### src/logic/sgc_pkg.sv
// sgc_pkg: constants and types for the serial gain control port
// assumes: used by sgc_port and sgc_port_my only, nothing imported
package sgc_pkg;
   localparam int unsigned WORD_BITS = 8; // bits per gain word on the wire
   localparam int unsigned CODE_BITS = 7; // bits retained by the register
   localparam logic [6:0] CODE_RST = 7'h00; // applied code after reset
   localparam logic [6:0] LIN_TOP = 7'h47; // code 71, top of linear span
   localparam logic [7:0] STEP_QDB = 8'h03; // 0.75 dB step in quarter dB
   localparam logic [7:0] TOP_QDB = 8'h6e; // 27.5 dB in quarter dB
   localparam logic [2:0] VERN_LAST = 3'h7; // last vernier step in group
   localparam int unsigned SYNC_STAGES = 2;
   // sampled link pins travel together
   typedef struct packed {
      logic load_window_n;
      logic serial_clk;
      logic serial_gain_in;
   } sgc_pins_s;
endpackage

### src/logic/sgc_port.sv
// sgc_port: three-wire serial gain port with gain code mapping
// assumes: link pins are asynchronous; serial clock far below clk_sys/4
// Notes on behaviour
// RULE1: controller sends a full eight-bit word
// RULE2: falling load window opens the shift window
// RULE3: sample data on rising clock, msb first
// RULE4: keep seven bits, first bit drops out
// RULE5: rising load window applies the shifted code
// RULE6: codes 0..71 step 0.75 dB linearly
// RULE7: codes 72..127 repeat vernier sawtooth per eight
// RULE8: top bit discarded, upper codes alias lower
// RULE9: clock pulses ignored while window closed
// RULE10: old gain holds while window is open
// RULE11: master on rising, slave on falling edge
// RULE12: gain undefined until controller loads a word; reset applies CODE_RST here
// RULE13: applied code held stable as parallel bus
`timescale 1ns/1ps
`default_nettype none
module sgc_port (
   // clock and reset
   input wire logic clk_sys,
   input wire logic rst_b,
   // link pins
   input wire logic load_window_n,
   input wire logic serial_clk,
   input wire logic serial_gain_in,
   // attenuator side
   output logic [6:0] gain_code,
   output logic [7:0] gain_qdb,
   output logic gain_neg,
   output logic gain_update
);
   sgc_pkg::sgc_pins_s pins_raw;
   sgc_pkg::sgc_pins_s pins_s;
   sgc_pkg::sgc_pins_s pins_d_r;
   logic [6:0] slave_r;
   logic [6:0] slave_nxt;
   logic master_r;
   logic [6:0] gain_code_r;
   logic [7:0] mag_nxt;
   logic neg_nxt;
   logic sclk_rise;
   logic sclk_fall;
   logic win_fall;
   logic win_rise;
   logic win_open;
   logic [6:0] lin_code;
   logic [7:0] lin_qdb;
   logic [7:0] top_qdb_lin;

   assign pins_raw = '{load_window_n: load_window_n,
                       serial_clk: serial_clk,
                       serial_gain_in: serial_gain_in};

   sgc_sync #(.WIDTH(3)) u_sync (
      .clk_sys(clk_sys),
      .rst_b(rst_b),
      .async_in(pins_raw),
      .sync_out(pins_s)
   );

   // edge detection on synchronised levels only
   assign sclk_rise = pins_s.serial_clk & ~pins_d_r.serial_clk;
   assign sclk_fall = ~pins_s.serial_clk & pins_d_r.serial_clk;
   assign win_fall = ~pins_s.load_window_n & pins_d_r.load_window_n; // RULE2
   assign win_rise = pins_s.load_window_n & ~pins_d_r.load_window_n; // RULE5
   assign win_open = ~pins_s.load_window_n; // RULE9
   // slave takes master on falling clock; msb falls off the top
   assign slave_nxt = {slave_r[5:0], master_r}; // RULE4 RULE11

   always_ff @(posedge clk_sys) begin
      if (!rst_b) begin
         pins_d_r <= '{load_window_n: 1'b1, serial_clk: 1'b1,
                       serial_gain_in: 1'b1};
      end else begin
         pins_d_r <= pins_s;
      end
   end

   // master stage samples data on rising serial clock
   always_ff @(posedge clk_sys) begin
      if (!rst_b) begin
         master_r <= 1'b0;
      end else if (win_open && sclk_rise) begin
         master_r <= pins_s.serial_gain_in; // RULE3 RULE11
      end
   end

   // slave shift; a rising edge just before window close still lands
   always_ff @(posedge clk_sys) begin
      if (!rst_b) begin
         slave_r <= sgc_pkg::CODE_RST;
      end else if (win_open && sclk_fall) begin
         slave_r <= slave_nxt; // RULE4 RULE9
      end
   end

   // the shift register after the eighth bit: last bit still in master
   // when the window closes right after a rising edge, so take it too
   // set wins over clear, so a rise in the opening cycle is not lost
   logic pend_r;
   always_ff @(posedge clk_sys) begin
      if (!rst_b) begin
         pend_r <= 1'b0;
      end else if (win_open && sclk_rise) begin
         pend_r <= 1'b1;
      end else if (win_fall || win_rise || (win_open && sclk_fall)) begin
         pend_r <= 1'b0;
      end
   end
   logic [6:0] load_code;
   assign load_code = pend_r ? slave_nxt : slave_r;

   // applied code changes only on window close; holds meanwhile
   always_ff @(posedge clk_sys) begin
      if (!rst_b) begin
         gain_code_r <= sgc_pkg::CODE_RST; // RULE12
      end else if (win_rise) begin
         gain_code_r <= load_code; // RULE5 RULE8 RULE10
      end
   end

   // update strobe trails the load by one so it lines up with the bus
   logic upd_r;
   always_ff @(posedge clk_sys) begin
      if (!rst_b) begin
         upd_r <= 1'b0;
      end else begin
         upd_r <= win_rise; // RULE13
      end
   end

   // gain mapping in quarter dB, sign separate
   assign lin_code = (gain_code_r > sgc_pkg::LIN_TOP) ?
                     {4'h8, gain_code_r[2:0]} : gain_code_r;
   // linear: 27.5 - 0.75*(71-code); vernier: 27.5 - 0.75*(7 - code%8)
   assign lin_qdb = 8'((sgc_pkg::LIN_TOP - lin_code) * sgc_pkg::STEP_QDB);
   assign top_qdb_lin = (gain_code_r > sgc_pkg::LIN_TOP) ?
      8'((sgc_pkg::VERN_LAST - gain_code_r[2:0]) * sgc_pkg::STEP_QDB) :
      lin_qdb; // RULE6 RULE7
   assign neg_nxt = top_qdb_lin > sgc_pkg::TOP_QDB;
   assign mag_nxt = neg_nxt ? 8'(top_qdb_lin - sgc_pkg::TOP_QDB) :
                    8'(sgc_pkg::TOP_QDB - top_qdb_lin);

   // registered outputs to the attenuator
   always_ff @(posedge clk_sys) begin
      if (!rst_b) begin
         gain_code <= sgc_pkg::CODE_RST;
         gain_qdb <= 8'h00;
         gain_neg <= 1'b0;
         gain_update <= 1'b0;
      end else begin
         gain_code <= gain_code_r; // RULE13
         gain_qdb <= mag_nxt;
         gain_neg <= neg_nxt;
         gain_update <= upd_r; // RULE13
      end
   end

   // checks
   property p_hold;
      @(posedge clk_sys) disable iff (!rst_b)
      !win_rise |=> gain_code_r == $past(gain_code_r);
   endproperty
   a_hold: assert property (p_hold) else $error("code moved"); // RULE10

   property p_load;
      @(posedge clk_sys) disable iff (!rst_b)
      win_rise |=> gain_code_r == $past(load_code);
   endproperty
   a_load: assert property (p_load) else $error("code not loaded"); // RULE5

   property p_noshift;
      @(posedge clk_sys) disable iff (!rst_b)
      !win_open |=> slave_r == $past(slave_r);
   endproperty
   a_noshift: assert property (p_noshift) else $error("shift closed"); // RULE9

   property p_shift;
      @(posedge clk_sys) disable iff (!rst_b)
      (win_open && sclk_fall) |=> slave_r[0] == $past(master_r);
   endproperty
   a_shift: assert property (p_shift) else $error("bad shift"); // RULE11

   property p_sample;
      @(posedge clk_sys) disable iff (!rst_b)
      (win_open && sclk_rise) |=> master_r == $past(pins_s.serial_gain_in);
   endproperty
   a_sample: assert property (p_sample) else $error("bad sample"); // RULE3

   property p_out;
      @(posedge clk_sys) disable iff (!rst_b)
      win_rise |-> ##2 gain_code == $past(load_code, 2) && gain_update;
   endproperty
   a_out: assert property (p_out) else $error("bus late"); // RULE13

   property p_max;
      @(posedge clk_sys) disable iff (!rst_b)
      gain_code_r == sgc_pkg::LIN_TOP |=> !gain_neg && gain_qdb == 8'h6e;
   endproperty
   a_max: assert property (p_max) else $error("max gain wrong"); // RULE6

   property p_zero;
      @(posedge clk_sys) disable iff (!rst_b)
      gain_code_r == 7'h00 |=> gain_neg && gain_qdb == 8'h67;
   endproperty
   a_zero: assert property (p_zero) else $error("min gain wrong"); // RULE6

   property p_saw;
      @(posedge clk_sys) disable iff (!rst_b)
      gain_code_r == 7'h48 |=> !gain_neg && gain_qdb == 8'h59;
   endproperty
   a_saw: assert property (p_saw) else $error("vernier wrong"); // RULE7

   property p_pulse;
      @(posedge clk_sys) disable iff (!rst_b)
      gain_update |=> !gain_update;
   endproperty
   a_pulse: assert property (p_pulse) else $error("update too long"); // RULE13

   c_load: cover property (@(posedge clk_sys) win_rise);
   c_stray: cover property (@(posedge clk_sys) !win_open && sclk_rise);
   c_open: cover property (@(posedge clk_sys) win_fall);
   c_saw: cover property (@(posedge clk_sys) gain_code_r == 7'h7f);
endmodule
`default_nettype wire

### src/logic/sgc_sync.sv
// sgc_sync: two-stage synchroniser for a bundle of pin levels
// assumes: inputs are asynchronous to clk_sys; nothing but stage two reads stage one
`timescale 1ns/1ps
`default_nettype none
module sgc_sync #(
   parameter int unsigned WIDTH = 3
) (
   // clock and reset
   input wire logic clk_sys,
   input wire logic rst_b,
   // pins in, synchronised out
   input wire logic [WIDTH-1:0] async_in,
   output logic [WIDTH-1:0] sync_out
);
   logic [WIDTH-1:0] meta_r;
   // a bundle of no bits cannot be served
   if (WIDTH < 1) begin : g_bad_width
      $error("sgc_sync needs a width of at least one");
   end
   // second stage alone reads the first
   always_ff @(posedge clk_sys) begin
      if (!rst_b) begin
         meta_r <= '1;
         sync_out <= '1;
      end else begin
         meta_r <= async_in;
         sync_out <= meta_r;
      end
   end
endmodule
`default_nettype wire

### config.mk
export PLATFORM = sky130hd
export DESIGN_NAME = sgc_port
export DESIGN_NICKNAME = d
export VERILOG_FILES = /design/src/logic/sgc_pkg.sv /design/src/logic/sgc_port.sv /design/src/logic/sgc_sync.sv
export SDC_FILE = /design/constraint.sdc
export NUM_CORES = 1
export LEC_CHECK = 0
export ABC_CLOCK_PERIOD_IN_PS = 7700
export BUFFER_PORTS_ARGS = -buffer_cell sky130_fd_sc_hd__clkbuf_2
export CAP_MARGIN = 20
export CORE_UTILIZATION = 41
export CTS_CLUSTER_SIZE = 28
export DETAILED_ROUTE_END_ITERATION = 12
export GPL_TIMING_DRIVEN = 0
export PLACE_DENSITY = 0.65
export REMOVE_ABC_BUFFERS = 1
export SLEW_MARGIN = 20
export SYNTH_ARGS = -nofsm -noshare
export SYNTH_HDL_FRONTEND = slang
export SYNTH_SLANG_ARGS = --single-unit
### constraint.sdc
create_clock -name clk_sys -period 7.7 [get_ports clk_sys]
set_input_delay 0 -clock clk_sys [delete_from_list [all_inputs] [get_ports clk_sys]]
set_output_delay 0 -clock clk_sys [all_outputs]
set_load 0.01 [all_outputs]
==> results.sh <==
export IMPL_vias_per_cell=5.06
export IMPL_whs_path_depth=2
export IMPL_drive_gt1_share_pct=15.2
export IMPL_synth_area_leaders="dfxtp_1 (39%), ha_1 (9.3%), mux2i_1 (7.4%)"
export IMPL_power_density_mw_per_mm2=205
export IMPL_r2r_slack_ns=4.33
export IMPL_crit_start="gain_code_r[6]"
export IMPL_r2r_start="gain_code_r[6]"
export IMPL_rsz0062_at_grt="no"
export IMPL_fin_tns_setup_ns=0
export IMPL_syn_mean_instance_area_um2=9.22
export IMPL_critPathLaunchType="flip-flop"
export IMPL_synth_seq_area_share_pct=39.0
export IMPL_ys_flop_type="dfxtp_1"
export IMPL_grt_pass1_vias=1472
export IMPL_fin_hold_ws_ns=0.0543
export IMPL_grt_max_degree=28
export IMPL_first_iter_violations=44
export IMPL_numCtsBuffers=5
export IMPL_final_nets=277
export IMPL_overflow=0
export IMPL_cts_setup_buffers=0
export IMPL_yosysMostFrequentCell="dfxtp_1"
export IMPL_detailed_place_hpwl_um=2760
export IMPL_maxSlewViolCount=0
export IMPL_rows=26
export IMPL_vdd_drop_max_uv=101
export IMPL_leakage_uw=0.000934
export IMPL_routedWlPerCell_um=11.7
export IMPL_yosys_area_top_type="dfxtp_1"
export IMPL_endpoint_kind="flip-flop"
export IMPL_tightestPinTransition_ns=0.732
export IMPL_slew_headroom_pct=50.9
export IMPL_ys_warn_count=0
export IMPL_routed_wl_um=3820
export IMPL_antenna_found_initial=0
export IMPL_synth_edf_count=0
export IMPL_min_to="u_sync.meta_r[2]"
export IMPL_ys_ff_latch=42
export IMPL_synth_top_area_share_pct=39.0
export IMPL_clock_latency_ns=0.31
export IMPL_cts_sinks=42
export IMPL_timing_rr_end="gain_qdb[5]"
export IMPL_synth_area_mm2=0.00216
export IMPL_hold_path_class="input pin to flip-flop"
export IMPL_path_class="flip-flop to flip-flop"
export IMPL_area_delta_synth_final_pct=13.0
export IMPL_ff2ff_path_depth=12
export IMPL_hold_viol_final=0
export IMPL_route_detailed_drc=0
export IMPL_finalCritPeriodShare_pct=43.8
export IMPL_io_pins=22
export IMPL_period_minus_slack_ns=3.37
export IMPL_coreArea_mm2=0.00507
export IMPL_synthTopCellsByCount="dfxtp_1 (42), nor2_1 (28), ha_1 (16), mux2i_1 (16), nand2_1 (16)"
export IMPL_clk_path_buf_depth=2
export IMPL_gp_congestion=0.843
export IMPL_cts_tree="built"
export IMPL_setup_viol=0
export IMPL_drtPass1Iterations=4
export IMPL_grt_pass1_wl_um=6510
export IMPL_syn_inst=234
export IMPL_crit_arrival_ns=3.55
export IMPL_grtUsageTotal_pct=15.3
export IMPL_via_count=1650
export IMPL_synth_async_sr_flop_share_pct=0
export IMPL_dieArea_mm2=0.00556
export IMPL_htreeDepth=2
export IMPL_place_area_mm2=0.00231
export IMPL_min_from="rst_b"
export IMPL_start_util_pct=42.5
export IMPL_ant_nets=0
export IMPL_worstPathRequired_ns=7.88
export IMPL_postLayoutCellArea_mm2=0.00244
export IMPL_port_buffers=21
export IMPL_crit_path_max_fanout=9
export IMPL_drv_cap=0
export IMPL_diodes=0
export IMPL_status="finished clean"
export IMPL_finClkSkew_ns=0.0126
export IMPL_die_y_um=74.6
export IMPL_clk_pin_slew_ns=0.10
export IMPL_yosysUniqueCellTypes=48
export IMPL_root_buffer="clkbuf_8"
export IMPL_die_width_um=74.6
export IMPL_timing_fmax_ghz=0.296
## cells by family (layout without fill, tap and decap cells)
kind of cell	Yosys count	in the layout	synth area share, %
compound gates	51	51	18.3
flops	42	42	39.0
fa+ha+maj	17	17	10.2
buf+inv	18	40	3.19
xor+xnor	4	4	1.62
mux	16	16	7.42
simple gates	86	86	20.3
## what timing repair did
| action | CTS | global route |
|---|---|---|
| resized for setup | 0 | 0 |
| hold buffers | 3 | 0 |
| endpoints found under the hold margin | 3 | 0 |
## metal layers
metal / GRT usage (%) / wire length (µm) / vias to the layer above
met5: 0 / 0 / -
li1: - / - / 870
met1: 18.3 / 1780 / 746
met4: 7.34 / 81 / 0
met3: 3.25 / 105 / 8
met2: 26.2 / 1860 / 26
## metrics by stage
stage | total power, µW | setup WS [ns] | cells | utilization (%)
after CTS | 506 | 4.35 | 326 | 48.1
final | 500 | 4.33 | 326 | 48.1
after detailed placement | 349 | 4.38 | 315 | 45.6
after global routing | 532 | 4.05 | 326 | 48.1
after floorplan | 323 | 4.78 | 224 | -
after global placement | 347 | 4.42 | 315 | 45.6
## state kept, by name (all words and copies together) (netlist names)
register,cells
pins_d_r,2
u_sync.meta_r,3
slave_r,7
pend_r,1
u_sync.sync_out,3
upd_r,1
gain_update,1
gain_qdb,8
master_r,1
gain_code,7
gain_neg,1
gain_code_r,7
## how the worst max path moves through the flow
stage,endpoint,slack [ns]
global route,gain_qdb[5],4.05
detailed placement,gain_qdb[5],4.38
global placement,gain_qdb[5],4.42
CTS,gain_qdb[5],4.35
finish,gain_qdb[5],4.33
floorplan,gain_qdb[5],4.78
## worst max-delay path: stages (launching register included)
cell,delay [ns]
dfxtp_1,0.41
inv_1,0.20
nand2_1,0.11
ha_1,0.24
xnor2_1,0.23
ha_1,0.36
nor2b_1,0.19
a221o_1,0.33
nor3b_2,0.30
nor3_1,0.14
a2111oi_0,0.49
or3_1,0.18
a21oi_1,0.05
## placed cells by master, fill, tap and decap left out, drive strengths merged, types with 3 or more instances in the layout
cell	count
nor3	6
and2	6
a21oi	12
nor2	28
xnor2	3
dlygate4sd3	3
o21a	3
dfxtp	42
clkbuf	26
o21ai	8
nand3	5
a2111oi	3
or3	3
inv	9
ha	16
nor3b	4
a211oi	8
nand2	17
nor2b	5
mux2i	16
nand2b	9
## layout make-up
class	count	area, µm²
repair buffers	24	135
fillers	519	2640
clock buffers	5	68.8
well taps	70	87.6
clock inverters	3	28.8
inverters	8	30.0
flip-flops and latches	42	841
multi-input cells	174	1250
## report_power, final
group / switching, µW / internal [µW]
combinational: 62.5 / 47.9
clock: 87.1 / 67.8
sequential: 5.22 / 230
total: 155 / 346
(Power assumes the default switching activity.)
